$ cat src/verilog/sar_adc_pkg.sv
// Shared constants, types and tables for the SAR converter sequencer.
package sar_adc_pkg;
	// Word indices; the byte address is four times the index.
	localparam logic [5:0] WIX_CTRL0   = 6'h00;
	localparam logic [5:0] WIX_CTRL1   = 6'h01;
	localparam logic [5:0] WIX_CTRL2   = 6'h02;
	localparam logic [5:0] WIX_RES_HI  = 6'h03;
	localparam logic [5:0] WIX_RES_LO  = 6'h04;
	localparam logic [5:0] WIX_STATUS  = 6'h05;
	localparam int CTRL0_ON      = 0;
	localparam int CTRL0_GO      = 1;
	localparam int CTRL0_CHS_LSB = 2;
	localparam int CTRL1_PCF_LSB = 0;
	localparam int CTRL1_PREF    = 4;
	localparam int CTRL1_NREF    = 5;
	localparam int CTRL2_CLK_LSB = 0;
	localparam int CTRL2_ACQ_LSB = 3;
	localparam int CTRL2_JUST    = 7;
	localparam int STATUS_DONE   = 0;
	localparam logic [3:0] PCFG_ALL_ANALOG = 4'h0;
	localparam logic [3:0] PCFG_PORTB_DIG  = 4'h7;
	localparam logic [3:0] PCFG_OFFSET     = 4'h4;
	localparam int         NUM_INPUTS      = 11;
	localparam logic [9:0] FULL_SCALE      = 10'h3ff;
	localparam logic [9:0] SAR_MSB         = 10'h200;
	localparam logic [4:0] CONV_PERIODS    = 5'h0b;
	localparam logic [4:0] RECOVER_PERIODS = 5'h02;
	localparam logic [4:0] INSTR_CYCLE_OSC = 5'h04;
	localparam logic [1:0] RESP_OKAY       = 2'h0;
	localparam logic [1:0] RESP_SLVERR     = 2'h2;
	typedef enum logic [4:0] {
		ST_IDLE    = 5'b00001,
		ST_DELAY   = 5'b00010,
		ST_ACQ     = 5'b00100,
		ST_CONV    = 5'b01000,
		ST_RECOVER = 5'b10000
	} state_t;
	function automatic logic [4:0] acq_periods(input logic [2:0] code);
		case (code)
			3'h1: acq_periods = 5'h02;
			3'h2: acq_periods = 5'h04;
			3'h3: acq_periods = 5'h06;
			3'h4: acq_periods = 5'h08;
			3'h5: acq_periods = 5'h0c;
			3'h6: acq_periods = 5'h10;
			3'h7: acq_periods = 5'h14;
			default: acq_periods = 5'h00;
		endcase
	endfunction : acq_periods
	function automatic logic [6:0] clock_divide(input logic [2:0] code);
		case (code)
			3'h1: clock_divide = 7'h08;
			3'h2: clock_divide = 7'h20;
			3'h4: clock_divide = 7'h04;
			3'h5: clock_divide = 7'h10;
			3'h6: clock_divide = 7'h40;
			default: clock_divide = 7'h02;
		endcase
	endfunction : clock_divide
	function automatic logic is_rc(input logic [2:0] code);
		is_rc = (code[1:0] == 2'h3);
	endfunction : is_rc
endpackage : sar_adc_pkg

$ cat src/verilog/sar_adc_control_sequencer.sv
// Converter control registers, AXI4-Lite slave and conversion sequencer.
//
// Register access over AXI4-Lite and the address map were left to the implementer.
module sar_adc_control_sequencer #(
	parameter logic [15:0] IMPL_CHANNELS = 16'h07ff
) (
	input  logic        aclk,
	input  logic        aresetn,
	input  logic [7:0]  awaddr,
	input  logic        awvalid,
	output logic        awready,
	input  logic [31:0] wdata,
	input  logic [3:0]  wstrb,
	input  logic        wvalid,
	output logic        wready,
	output logic [1:0]  bresp,
	output logic        bvalid,
	input  logic        bready,
	input  logic [7:0]  araddr,
	input  logic        arvalid,
	output logic        arready,
	output logic [31:0] rdata,
	output logic [1:0]  rresp,
	output logic        rvalid,
	input  logic        rready,
	input  logic        portb_analog_default,
	input  logic        comparator_high,
	input  logic        rc_clock_tick,
	input  logic        device_sleep,
	output logic [3:0]  analog_channel,
	output logic        neg_ref_external,
	output logic        pos_ref_external,
	output logic [10:0] pin_analog,
	output logic        sample_enable,
	output logic [9:0]  sar_trial,
	output logic        conversion_done_flag,
	output logic        converter_enabled
);
	localparam int NI = sar_adc_pkg::NUM_INPUTS;

	logic [3:0]            chan_r;
	logic                  on_r;
	logic                  go_r;
	logic                  nref_r;
	logic                  pref_r;
	logic [3:0]            pcfg_r;
	logic                  just_r;
	logic [2:0]            acqt_r;
	logic [2:0]            adcs_r;
	logic                  flag_r;
	logic [7:0]            res_hi_r;
	logic [7:0]            res_lo_r;
	sar_adc_pkg::state_t   state_r;
	sar_adc_pkg::state_t   state_nxt;
	logic [4:0]            cnt_r;
	logic [6:0]            div_r;
	logic [9:0]            sar_r;
	logic [9:0]            bit_r;
	logic                  sample_r;
	logic [NI-1:0]         pin_r;

	logic                  aw_have_r;
	logic                  w_have_r;
	logic                  awready_r;
	logic                  wready_r;
	logic                  bvalid_r;
	logic [1:0]            bresp_r;
	logic [5:0]            widx_r;
	logic [7:0]            wbyte_r;
	logic                  wlane_r;
	logic                  arready_r;
	logic                  rvalid_r;
	logic [1:0]            rresp_r;
	logic [31:0]           rdata_r;

	logic                  aw_take;
	logic                  w_take;
	logic                  wr_do;
	logic                  aw_have_nxt;
	logic                  w_have_nxt;
	logic                  rd_take;
	logic                  rvalid_nxt;
	logic                  wr_ok;
	logic                  wr0;
	logic                  wr1;
	logic                  wr2;
	logic                  wr_st;
	logic [31:0]           rd_word;
	logic                  rd_err;
	logic                  rc_sel;
	logic                  tick;
	logic                  run_ok;
	logic                  complete;
	logic [9:0]            sar_final;
	logic [9:0]            result;
	logic [3:0]            ndig;
	logic [2:0]            first_state;

	assign awready              = awready_r;
	assign wready               = wready_r;
	assign bvalid               = bvalid_r;
	assign bresp                = bresp_r;
	assign arready              = arready_r;
	assign rvalid               = rvalid_r;
	assign rresp                = rresp_r;
	assign rdata                = rdata_r;
	assign analog_channel       = chan_r;
	assign neg_ref_external     = nref_r;
	assign pos_ref_external     = pref_r;
	assign pin_analog           = pin_r;
	assign sample_enable        = sample_r;
	assign sar_trial            = sar_r;
	assign conversion_done_flag = flag_r;
	assign converter_enabled    = on_r;

	// Write address and data are held independently; either may come first.
	assign aw_take     = awvalid & awready_r;
	assign w_take      = wvalid & wready_r;
	assign wr_do       = aw_have_r & w_have_r & ~bvalid_r;
	assign aw_have_nxt = (aw_have_r | aw_take) & ~wr_do;
	assign w_have_nxt  = (w_have_r | w_take) & ~wr_do;

	always_ff @(posedge aclk) begin
		if (!aresetn) begin
			aw_have_r <= 1'b0;
			w_have_r  <= 1'b0;
			awready_r <= 1'b0;
			wready_r  <= 1'b0;
		end else begin
			aw_have_r <= aw_have_nxt;
			w_have_r  <= w_have_nxt;
			awready_r <= ~aw_have_nxt;
			wready_r  <= ~w_have_nxt;
		end
	end

	always_ff @(posedge aclk) begin
		if (!aresetn) begin
			widx_r  <= 6'h00;
			wbyte_r <= 8'h00;
			wlane_r <= 1'b0;
		end else begin
			if (aw_take)
				widx_r <= awaddr[7:2];
			if (w_take) begin
				wbyte_r <= wdata[7:0];
				wlane_r <= wstrb[0];
			end
		end
	end

	assign wr_ok = wr_do & wlane_r;
	assign wr0   = wr_ok & (widx_r == sar_adc_pkg::WIX_CTRL0);
	assign wr1   = wr_ok & (widx_r == sar_adc_pkg::WIX_CTRL1);
	assign wr2   = wr_ok & (widx_r == sar_adc_pkg::WIX_CTRL2);
	assign wr_st = wr_ok & (widx_r == sar_adc_pkg::WIX_STATUS);

	always_ff @(posedge aclk) begin
		if (!aresetn) begin
			bvalid_r <= 1'b0;
			bresp_r  <= sar_adc_pkg::RESP_OKAY;
		end else if (wr_do) begin
			bvalid_r <= 1'b1;
			bresp_r  <= (widx_r > sar_adc_pkg::WIX_STATUS) ?
				sar_adc_pkg::RESP_SLVERR : sar_adc_pkg::RESP_OKAY;
		end else if (bready) begin
			bvalid_r <= 1'b0;
		end
	end

	always_comb begin
		rd_word = 32'h0000_0000;
		rd_err  = 1'b0;
		case (araddr[7:2])
			sar_adc_pkg::WIX_CTRL0:  rd_word[7:0] = {2'b00, chan_r, go_r, on_r};
			sar_adc_pkg::WIX_CTRL1:  rd_word[7:0] = {2'b00, nref_r, pref_r, pcfg_r};
			sar_adc_pkg::WIX_CTRL2:  rd_word[7:0] = {just_r, 1'b0, acqt_r, adcs_r};
			sar_adc_pkg::WIX_RES_HI: rd_word[7:0] = res_hi_r;
			sar_adc_pkg::WIX_RES_LO: rd_word[7:0] = res_lo_r;
			sar_adc_pkg::WIX_STATUS: rd_word[7:0] = {7'h00, flag_r};
			default:                 rd_err = 1'b1;
		endcase
	end

	assign rd_take    = arvalid & arready_r;
	assign rvalid_nxt = rd_take | (rvalid_r & ~rready);

	always_ff @(posedge aclk) begin
		if (!aresetn) begin
			arready_r <= 1'b0;
			rvalid_r  <= 1'b0;
			rresp_r   <= sar_adc_pkg::RESP_OKAY;
			rdata_r   <= 32'h0000_0000;
		end else begin
			arready_r <= ~rvalid_nxt;
			rvalid_r  <= rvalid_nxt;
			if (rd_take) begin
				rdata_r <= rd_word;
				rresp_r <= rd_err ? sar_adc_pkg::RESP_SLVERR :
					sar_adc_pkg::RESP_OKAY;
			end
		end
	end

	always_ff @(posedge aclk) begin
		if (!aresetn) begin
			chan_r <= 4'h0;
			on_r   <= 1'b0;
			nref_r <= 1'b0;
			pref_r <= 1'b0;
			just_r <= 1'b0;
			acqt_r <= 3'h0;
			adcs_r <= 3'h0;
			pcfg_r <= portb_analog_default ? sar_adc_pkg::PCFG_ALL_ANALOG :
				sar_adc_pkg::PCFG_PORTB_DIG;
		end else begin
			if (wr0) begin
				chan_r <= wbyte_r[sar_adc_pkg::CTRL0_CHS_LSB +: 4];
				on_r   <= wbyte_r[sar_adc_pkg::CTRL0_ON];
			end
			if (wr1) begin
				nref_r <= wbyte_r[sar_adc_pkg::CTRL1_NREF];
				pref_r <= wbyte_r[sar_adc_pkg::CTRL1_PREF];
				pcfg_r <= wbyte_r[sar_adc_pkg::CTRL1_PCF_LSB +: 4];
			end
			if (wr2) begin
				just_r <= wbyte_r[sar_adc_pkg::CTRL2_JUST];
				acqt_r <= wbyte_r[sar_adc_pkg::CTRL2_ACQ_LSB +: 3];
				adcs_r <= wbyte_r[sar_adc_pkg::CTRL2_CLK_LSB +: 3];
			end
		end
	end

	// Clearing the start bit by software while busy abandons the conversion.
	// Start/done bit.
	always_ff @(posedge aclk) begin
		if (!aresetn)
			go_r <= 1'b0;
		else if (!on_r || complete)
			go_r <= 1'b0;
		else if (wr0)
			go_r <= wbyte_r[sar_adc_pkg::CTRL0_GO] &
				wbyte_r[sar_adc_pkg::CTRL0_ON];
	end

	assign rc_sel = sar_adc_pkg::is_rc(adcs_r);

	// The oscillator stops in sleep, so only the RC source keeps ticking.
	// Sleep stalls osc.
	always_comb begin
		if (device_sleep && !rc_sel)
			tick = 1'b0;
		else if (rc_sel)
			tick = rc_clock_tick;
		else
			tick = (div_r == sar_adc_pkg::clock_divide(adcs_r) - 7'h01);
	end

	always_ff @(posedge aclk) begin
		if (!aresetn)
			div_r <= 7'h00;
		else if (state_r == sar_adc_pkg::ST_IDLE ||
			state_r == sar_adc_pkg::ST_DELAY || tick)
			div_r <= 7'h00;
		else if (!device_sleep)
			div_r <= div_r + 7'h01;
	end

	assign run_ok = on_r & go_r;

	assign complete = (state_r == sar_adc_pkg::ST_CONV) && tick && run_ok &&
		(cnt_r == sar_adc_pkg::CONV_PERIODS - 5'h01);

	assign first_state = (acqt_r != 3'h0) ? 3'h2 : 3'h3;

	always_comb begin
		state_nxt = state_r;
		case (state_r)
			sar_adc_pkg::ST_IDLE: begin
				if (run_ok && rc_sel)
					state_nxt = sar_adc_pkg::ST_DELAY;
				else if (run_ok && first_state == 3'h2)
					state_nxt = sar_adc_pkg::ST_ACQ;
				else if (run_ok)
					state_nxt = sar_adc_pkg::ST_CONV;
			end
			sar_adc_pkg::ST_DELAY: begin
				if (!run_ok)
					state_nxt = sar_adc_pkg::ST_IDLE;
				else if (cnt_r == sar_adc_pkg::INSTR_CYCLE_OSC - 5'h01)
					state_nxt = (first_state == 3'h2) ?
						sar_adc_pkg::ST_ACQ : sar_adc_pkg::ST_CONV;
			end
			sar_adc_pkg::ST_ACQ: begin
				if (!run_ok)
					state_nxt = sar_adc_pkg::ST_IDLE;
				else if (tick && cnt_r ==
					sar_adc_pkg::acq_periods(acqt_r) - 5'h01)
					state_nxt = sar_adc_pkg::ST_CONV;
			end
			sar_adc_pkg::ST_CONV: begin
				if (!run_ok)
					state_nxt = sar_adc_pkg::ST_IDLE;
				else if (complete)
					state_nxt = sar_adc_pkg::ST_RECOVER;
			end
			sar_adc_pkg::ST_RECOVER: begin
				if (!on_r)
					state_nxt = sar_adc_pkg::ST_IDLE;
				else if (tick && cnt_r ==
					sar_adc_pkg::RECOVER_PERIODS - 5'h01)
					state_nxt = sar_adc_pkg::ST_IDLE;
			end
			default: state_nxt = sar_adc_pkg::ST_IDLE;
		endcase
	end

	always_ff @(posedge aclk) begin
		if (!aresetn)
			state_r <= sar_adc_pkg::ST_IDLE;
		else
			state_r <= state_nxt;
	end

	always_ff @(posedge aclk) begin
		if (!aresetn)
			cnt_r <= 5'h00;
		else if (state_nxt != state_r)
			cnt_r <= 5'h00;
		else if (state_r == sar_adc_pkg::ST_DELAY || tick)
			cnt_r <= cnt_r + 5'h01;
	end

	// The first conversion period only isolates the hold capacitor.
	// Successive approximation.
	always_ff @(posedge aclk) begin
		if (!aresetn) begin
			sar_r <= 10'h000;
			bit_r <= 10'h000;
		end else if (state_nxt == sar_adc_pkg::ST_CONV &&
			state_r != sar_adc_pkg::ST_CONV) begin
			sar_r <= sar_adc_pkg::SAR_MSB;
			bit_r <= sar_adc_pkg::SAR_MSB;
		end else if (state_r == sar_adc_pkg::ST_CONV && tick &&
			cnt_r != 5'h00) begin
			sar_r <= sar_final | (bit_r >> 1);
			bit_r <= bit_r >> 1;
		end
	end

	assign sar_final = comparator_high ? sar_r : (sar_r & ~bit_r);
	assign result = IMPL_CHANNELS[chan_r] ? sar_final :
		sar_adc_pkg::FULL_SCALE;

	// No reset here: the result survives a reset untouched.
	// Result kept.
	always_ff @(posedge aclk) begin
		if (complete) begin
			if (just_r) begin
				res_hi_r <= {6'h00, result[9:8]};
				res_lo_r <= result[7:0];
			end else begin
				res_hi_r <= result[9:2];
				res_lo_r <= {result[1:0], 6'h00};
			end
		end
	end

	// A completion in the same cycle as a clear wins.
	// Set done flag.
	always_ff @(posedge aclk) begin
		if (!aresetn)
			flag_r <= 1'b0;
		else if (complete)
			flag_r <= 1'b1;
		else if (wr_st && wbyte_r[sar_adc_pkg::STATUS_DONE])
			flag_r <= 1'b0;
	end

	always_ff @(posedge aclk) begin
		if (!aresetn)
			sample_r <= 1'b0;
		else
			sample_r <= on_r & (state_nxt == sar_adc_pkg::ST_IDLE ||
				state_nxt == sar_adc_pkg::ST_ACQ);
	end

	assign ndig = (pcfg_r > sar_adc_pkg::PCFG_OFFSET) ?
		pcfg_r - sar_adc_pkg::PCFG_OFFSET : 4'h0;

	for (genvar i = 0; i < NI; i++) begin : g_pin
		always_ff @(posedge aclk) begin
			if (!aresetn)
				pin_r[i] <= 1'b0;
			else
				pin_r[i] <= (4'(i) < 4'(NI) - ndig);
		end
	end
endmodule : sar_adc_control_sequencer

$ cat config.mk
export PLATFORM = sky130hd
export DESIGN_NAME = sar_adc_control_sequencer
export DESIGN_NICKNAME = d
export VERILOG_FILES = /design/src/verilog/sar_adc_pkg.sv /design/src/verilog/sar_adc_control_sequencer.sv
export SDC_FILE = /design/constraint.sdc
export NUM_CORES = 1
export LEC_CHECK = 0
export BUFFER_PORTS_ARGS = -buffer_cell sky130_fd_sc_hd__buf_2
export CAP_MARGIN = 20
export CORE_ASPECT_RATIO = 1.5
export CORE_MARGIN = 2
export CORE_UTILIZATION = 40
export DETAILED_ROUTE_END_ITERATION = 12
export SLEW_MARGIN = 20
export SYNTH_ARGS = -nofsm -noshare
export SYNTH_HDL_FRONTEND = slang
export SYNTH_SLANG_ARGS = --single-unit
$ cat constraint.sdc
create_clock -name aclk -period 2.82 [get_ports aclk]
set_clock_uncertainty 0.1 [all_clocks]
set_input_delay 0.141 -clock aclk [delete_from_list [all_inputs] [get_ports aclk]]
set_output_delay 0.141 -clock aclk [all_outputs]
set_load 0.005 [all_outputs]
-- After elaboration in Yosys (flattened, before gate mapping)
Memories as Yosys holds them, arrays and structs flattened. A register that Yosys moved wholly into a read port is not among the register bits.
Index checks and enable logic that the tools add are counted.
- register bits after elaboration: 119
- bits in read-only memories: 16
- input port bits: 63
- memories kept: 1
- memories (name ; depth ; bits a word ; rd ports ; clocked after Yosys merged registers in ; write ports ; line ; text):
    (name not given) ; 16 ; 1 ; 1 ; 1 ; 0 ; sar_adc_control_sequencer.sv:352 ; assign result = IMPL_CHANNELS[chan_r] ? sar_final :
- add/subtract/negate cells: 6
- magnitude comparators: 14
- eq/ne operators: 38
- muxes and demuxes: 44
- bitwise operators: 29
- reduce and logical (&&, ||, !) cells: 30
- operator list (kind ; number):
    2-to-1 mux 5 bit ; 13
    2-to-1 mux 10 bit ; 6
    case mux 8 bit (6 select lines) ; 1
    case mux 5 bit (7 select lines) ; 1
    case mux 7 bit (5 select lines) ; 1
    case mux 5 bit (5 select lines) ; 1
    2-to-1 mux 4 bit ; 6
    == test 3 bit (second input constant) ; 7
    == test 6 x 2 -> 1 bit (second input constant) ; 3
    == test 6 x 3 -> 1 bit (second input constant) ; 3
    AND 1 bit ; 16
    < comparator 3 x 4 -> 1 bit (first input constant) ; 4
    == test 5 x 1 -> 1 bit (second input constant) ; 3
    == test 5 x 4 -> 1 bit (second input constant) ; 3
    2-to-1 mux 7 bit ; 2
    == test 6 x 1 -> 1 bit (second input constant) ; 2
    zero test 6 bit ; 2
    < comparator 4 bit (first input constant) ; 3
    logical AND 1 bit ; 11
    AND 10 bit ; 1
    == test 5 x 2 -> 1 bit (second input constant) ; 2
    == test 5 x 3 -> 1 bit (second input constant) ; 2
    inverter 10 bit ; 1
    bitwise OR 10 x 9 -> 10 bit ; 1
    33 further kinds ; 66

-- Longest topological paths before layout
- depth after elaboration: 17
- mapped depth: 10

-- Least setup slack after synthesis
No wires, ideal clock.
- path kind: register to register
- start point: register acqt_r[2]
- end point: register sar_r[1] (netlist: sar_trial[1])
- setup time: 0.119 ns
- arrival time: 2.151 ns
- path slack: 0.450 ns
- stages on the path, launching flop included: 11
- path buffers: 2
- path through: dfxtp_1 -> buf_2 -> nand2b_1 -> ha_1 -> xnor2_1 -> or4b_1 -> a21oi_1 -> a32oi_2 -> nand2_2 -> buf_6 -> a21oi_1
- longest elaborated chain between the ends: 13
- RTL lines (item ; line ; text):
    start, declared ; sar_adc_control_sequencer.sv:48 ; logic [2:0] acqt_r;
    start signal, assigned ; sar_adc_control_sequencer.sv:228 ; acqt_r <= wbyte_r[sar_adc_pkg::CTRL2_ACQ_LSB +: 3];
    == test 3 bit (tied with other cells) ; sar_adc_pkg.sv:39 ; case (code)
    case mux 5 bit (7 select lines) ; sar_adc_pkg.sv:39 ;
    2-to-1 mux 5 bit ; sar_adc_control_sequencer.sv:295 ; if (!run_ok)
    2-to-1 mux 5 bit ; sar_adc_control_sequencer.sv:278 ; case (state_r)
    subtractor 5 x 1 -> 5 bit ; sar_adc_control_sequencer.sv:298 ; sar_adc_pkg::acq_periods(acqt_r) - 5'h01)
    == test 5 bit ; sar_adc_control_sequencer.sv:297 ; else if (tick && cnt_r ==
    logical AND 1 bit ; sar_adc_control_sequencer.sv:297 ;
    2-to-1 mux 5 bit ; sar_adc_control_sequencer.sv:297 ;
    2-to-1 mux 5 bit ; sar_adc_control_sequencer.sv:295 ;
    case mux 5 bit (5 select lines) * ; sar_adc_control_sequencer.sv:278 ;
    == test 5 x 4 -> 1 bit * ; sar_adc_control_sequencer.sv:340 ; end else if (state_nxt == sar_adc_pkg::ST_CONV &&
    logical AND 1 bit * ; sar_adc_control_sequencer.sv:340 ;
    OR reduction 2 bit (no line) * ; - ;
    end signal, assigned ; sar_adc_control_sequencer.sv:342 ; sar_r <= sar_adc_pkg::SAR_MSB;
    end signal, assigned ; sar_adc_control_sequencer.sv:346 ; sar_r <= sar_final | (bit_r >> 1);
    end, declared ; sar_adc_control_sequencer.sv:57 ; logic [9:0] sar_r;
Every way passes the cells marked *; elsewhere a longest branch is shown, timed or not. The select of a mux whose other input is x is not followed.
A chain may end at the register's enable or synchronous reset.

-- Worst setup path after layout
- start point: register acqt_r[0]
- end point: register cnt_r[3]
- longest elaborated chain between the ends: 12
- RTL lines (item ; line ; text):
    == test 3 bit (tied with other cells) ; sar_adc_pkg.sv:39 ;
    case mux 5 bit (7 select lines) ; sar_adc_pkg.sv:39 ;
    2-to-1 mux 5 bit ; sar_adc_control_sequencer.sv:295 ;
    2-to-1 mux 5 bit ; sar_adc_control_sequencer.sv:278 ;
    subtractor 5 x 1 -> 5 bit ; sar_adc_control_sequencer.sv:298 ;
    == test 5 bit ; sar_adc_control_sequencer.sv:297 ;
    logical AND 1 bit ; sar_adc_control_sequencer.sv:297 ;
    2-to-1 mux 5 bit ; sar_adc_control_sequencer.sv:297 ;
    2-to-1 mux 5 bit ; sar_adc_control_sequencer.sv:295 ;
    case mux 5 bit (5 select lines) * ; sar_adc_control_sequencer.sv:278 ;
    inequality test 5 bit * ; sar_adc_control_sequencer.sv:328 ; else if (state_nxt != state_r)
    OR reduction 2 bit (no line) * ; - ;
    end signal, assigned ; sar_adc_control_sequencer.sv:331 ; cnt_r <= cnt_r + 5'h01;
    end, declared ; sar_adc_control_sequencer.sv:55 ; logic [4:0] cnt_r;
Marks and branches as above.

==> results.py <==
metrics = {
    "status": {
        "status": "completed",
    },
    "grt": {
        "grt_max_degree": 38,
        "grt-ovfl-total": 0,
        "grt_pass1_vias": 4471,
        "antenna_found_initial": 0,
        "grt_first_pass_wirelength_um": 21000,
        "track_usage": 0.180,
    },
    "synthesis": {
        "ys.flop_type": "dfxtp_1",
        "ys_seq_area_frac": 0.471,
        "ys_warn_count": 0,
        "synth_area_mm2": 0.00540,
        "ys_types": 61,
        "yosys_register_bits": 117,
        "yosys.area.top_type_share": 0.359,
        "synth_area_leaders": "dfxtp_1, edfxtp_1, a21oi_1",
        "yosysTopAreaCell": "dfxtp_1",
        "avgSynthCellArea_um2": 8.89,
        "postSynthCellCount": 608,
        "synth_enable_flop_cells": 20,
        "async_flop_share": 0,
    },
    "timing": {
        "maxSlewViolCount": 0,
        "finalSetupViolations": 0,
        "min_period_over_period": 0.909,
        "rsz0062_at_grt": "false",
        "fmax_mhz": 390,
        "worst_pin_slew_ps": 755,
        "fin_setup_tns_ps": 0,
        "period_needed_ps": 2560,
        "relSlewSlack": 0.495,
        "hold_violations": 0,
    },
    "cells_and_area": {
        "finalNonFillerCells": 892,
        "final_cell_mix": "dfxtp_1, a21oi_1, nand2_1, buf_2, nor2_1",
        "final_layout_size_suffix_gt1_frac": 0.199,
        "final_common_cell": "dfxtp_1",
        "antenna_cells": 0,
        "area_growth_pct": 24.8,
        "final_nets": 787,
    },
    "critical_path": {
        "path_cells": "nand2b_1, ha_1, xnor2_1, or4b_1, a21oi_2, a32oi_2, a21oi_4, nor3_1",
        "r2r_cells": 8,
        "cp-end-kind": "register",
        "r2r_start": "acqt_r[0]$_SDFFE_PN0P_",
        "cp-startpoint": "acqt_r[0]$_SDFFE_PN0P_",
        "worstPathArrival_ps": 2750,
        "cp.required_ps": 3010,
        "crit_fanout": 7,
        "start_kind": "register",
        "reg2reg_slack_ps": 260,
        "reg2reg_to": "cnt_r[3]$_SDFFE_PP0P_",
        "crit_path_top_delay_cell": "or4b_1",
        "critical_path_class": "reg -> reg",
        "critPathMaxStageDelay_ps": 490,
        "critical_path.endpoint": "cnt_r[3]$_SDFFE_PP0P_",
    },
    "cts": {
        "cts_buffers": 17,
        "root_buffer": "clkbuf_16",
        "post-cts-setup-buffer-count": 0,
        "clock_latency_ps": 410,
        "clkSinkCount": 117,
        "cts_tree": "done",
        "cts_buffer_depth": 2,
        "cts-htree-levels": 4,
        "clk_pin_slew_ps": 50,
    },
    "floorplanning": {
        "initial_utilization": 0.405,
        "fp.dieW_um": 98.9,
        "num_rows": 52,
        "die_h_um": 146,
        "core_mm2": 0.0133,
        "dieArea_mm2": 0.0145,
        "io_pins": 134,
    },
    "placed_design": {
        "dp_cells": 829,
        "gp_congestion": 0.821,
        "dpl.hpwl_um": 9360,
        "port_buffers": 75,
    },
    "routing": {
        "ant_nets": 0,
        "routedWlPerCell_um": 14.5,
        "drt_first_pass_iters": 5,
        "drt_iter0_drc": 228,
        "dr_total_vias": 4583,
        "wl_um": 12900,
        "vias_per_cell": 5.14,
        "drc": 0,
    },
    "power": {
        "power_leakage_nw": 2.55,
        "peakVddDrop_v": 0.000417,
        "power_density_mw_per_mm2": 578,
        "totalPowerFinal_mw": 3.90,
    },
    "job": {
        "max_cap_violations": 0,
    },
    "min_path": {
        "hp-start": "awvalid",
        "min_path_type": "in -> reg",
    },
}
worst max-delay path, delay by kind of cell, from the launching register on:
family | cells | cell delay, ps
compound gates | 3 | 820
xor+xnor | 1 | 140
fa+ha+maj | 1 | 230
flops | 1 | 450
simple gates | 3 | 710
registers in the layout (all words and copies together) (netlist names), 3 cells and up, named ones only:
| signal | cells |
|---|---|
| rdata | 8 |
| cnt_r | 5 |
| wbyte_r | 7 |
| div_r | 7 |
| sar_trial | 10 |
| pcfg_r | 4 |
| pin_analog | 11 |
| bit_r | 10 |
| acqt_r | 3 |
| state_r | 5 |
| res_hi_r | 8 |
| widx_r | 6 |
| adcs_r | 3 |
| res_lo_r | 8 |
| analog_channel | 4 |
what timing repair did:
action                     4_1_cts  5_1_grt
hold buffers                    31        0
setup endpoints to repair        0       23
hold endpoints to repair        20        0
gates resized for setup          0        3
synth_stat cells, types with 3 or more instances:
cell,count
or3_1,4
o2111ai_1,3
o211ai_1,7
nor2_1,47
nor4_1,3
buf_2,7
o21a_1,3
a21boi_0,6
buf_4,28
nand2b_1,17
mux2_2,13
xnor2_1,7
o21ai_1,3
dfxtp_1,97
a22oi_1,7
nor3b_1,5
nand2_1,75
mux2i_1,12
a31oi_1,8
nor3_1,11
edfxtp_1,20
o21ai_0,14
clkbuf_1,19
and3_1,4
nand3_1,30
ha_1,7
and2_1,3
nor2b_1,6
a21oi_1,80
xor2_1,9
inv_1,19
cell families after synthesis:
kind of cell,share of synthesized area
AOI/OAI and AO/OA,0.162
buffers and inverters,0.0746
and+or+nand+nor,0.197
other,0.000694
xor gates and xnor gates,0.0259
adders and majority gates,0.0162
DFF,0.471
muxes,0.0535
worst min-delay path by stage:
stage / to / slack (ps) / cells after the start
6_report: aw_have_r$_SDFF_PN0_ / 20 / 3
5_1_grt: wbyte_r[3]$_SDFFE_PN0P_ / 40 / 3
4_1_cts: aw_have_r$_SDFF_PN0_ / 0.4 / 3
3_5_place_dp: widx_r[4]$_SDFFE_PN0P_ / 300 / 3
3_3_place_gp: widx_r[5]$_SDFFE_PN0P_ / 300 / 3
2_1_floorplan: div_r[0]$_SDFFE_PP0N_ / 180 / 2
layout make-up:
cell class,count,area [um^2]
Inverter,19,71.3
Sequential cell,117,2540
Timing Repair Buffer,121,811
Clock buffer,17,425
Tap cell,162,203
Multi-Input combinational cell,441,2570
Fill cell,1254,6600
Clock inverter,15,115
layer usage:
layer  track usage  vias to the layer above  part of all wire
met5             0                        -                 0
met4        0.0582                        0             0.020
met3        0.0493                       24             0.042
met2         0.324                      123              0.53
met1         0.202                     2137              0.41
li1              -                     2299                 -
stage by stage:
step	worst slack (ps)	hold WS (ps)	utilization	cell area [um^2]
floorplan	450	182	-	5500
global placement	182	302	0.440	5870
detailed placement	129	305	0.440	5870
CTS	125	0.413	0.504	6730
global route	41.7	40.3	0.505	6740
finish	257	16.6	0.505	6740
where the power goes:
part / switching (mW) / internal, mW / leakage (nW)
sequential: 0.0317 / 1.73 / 0.948
clock: 0.743 / 1.19 / 0.249
combinational: 0.102 / 0.0960 / 1.35
No activity file was read; power rests on OpenSTA's default activity.
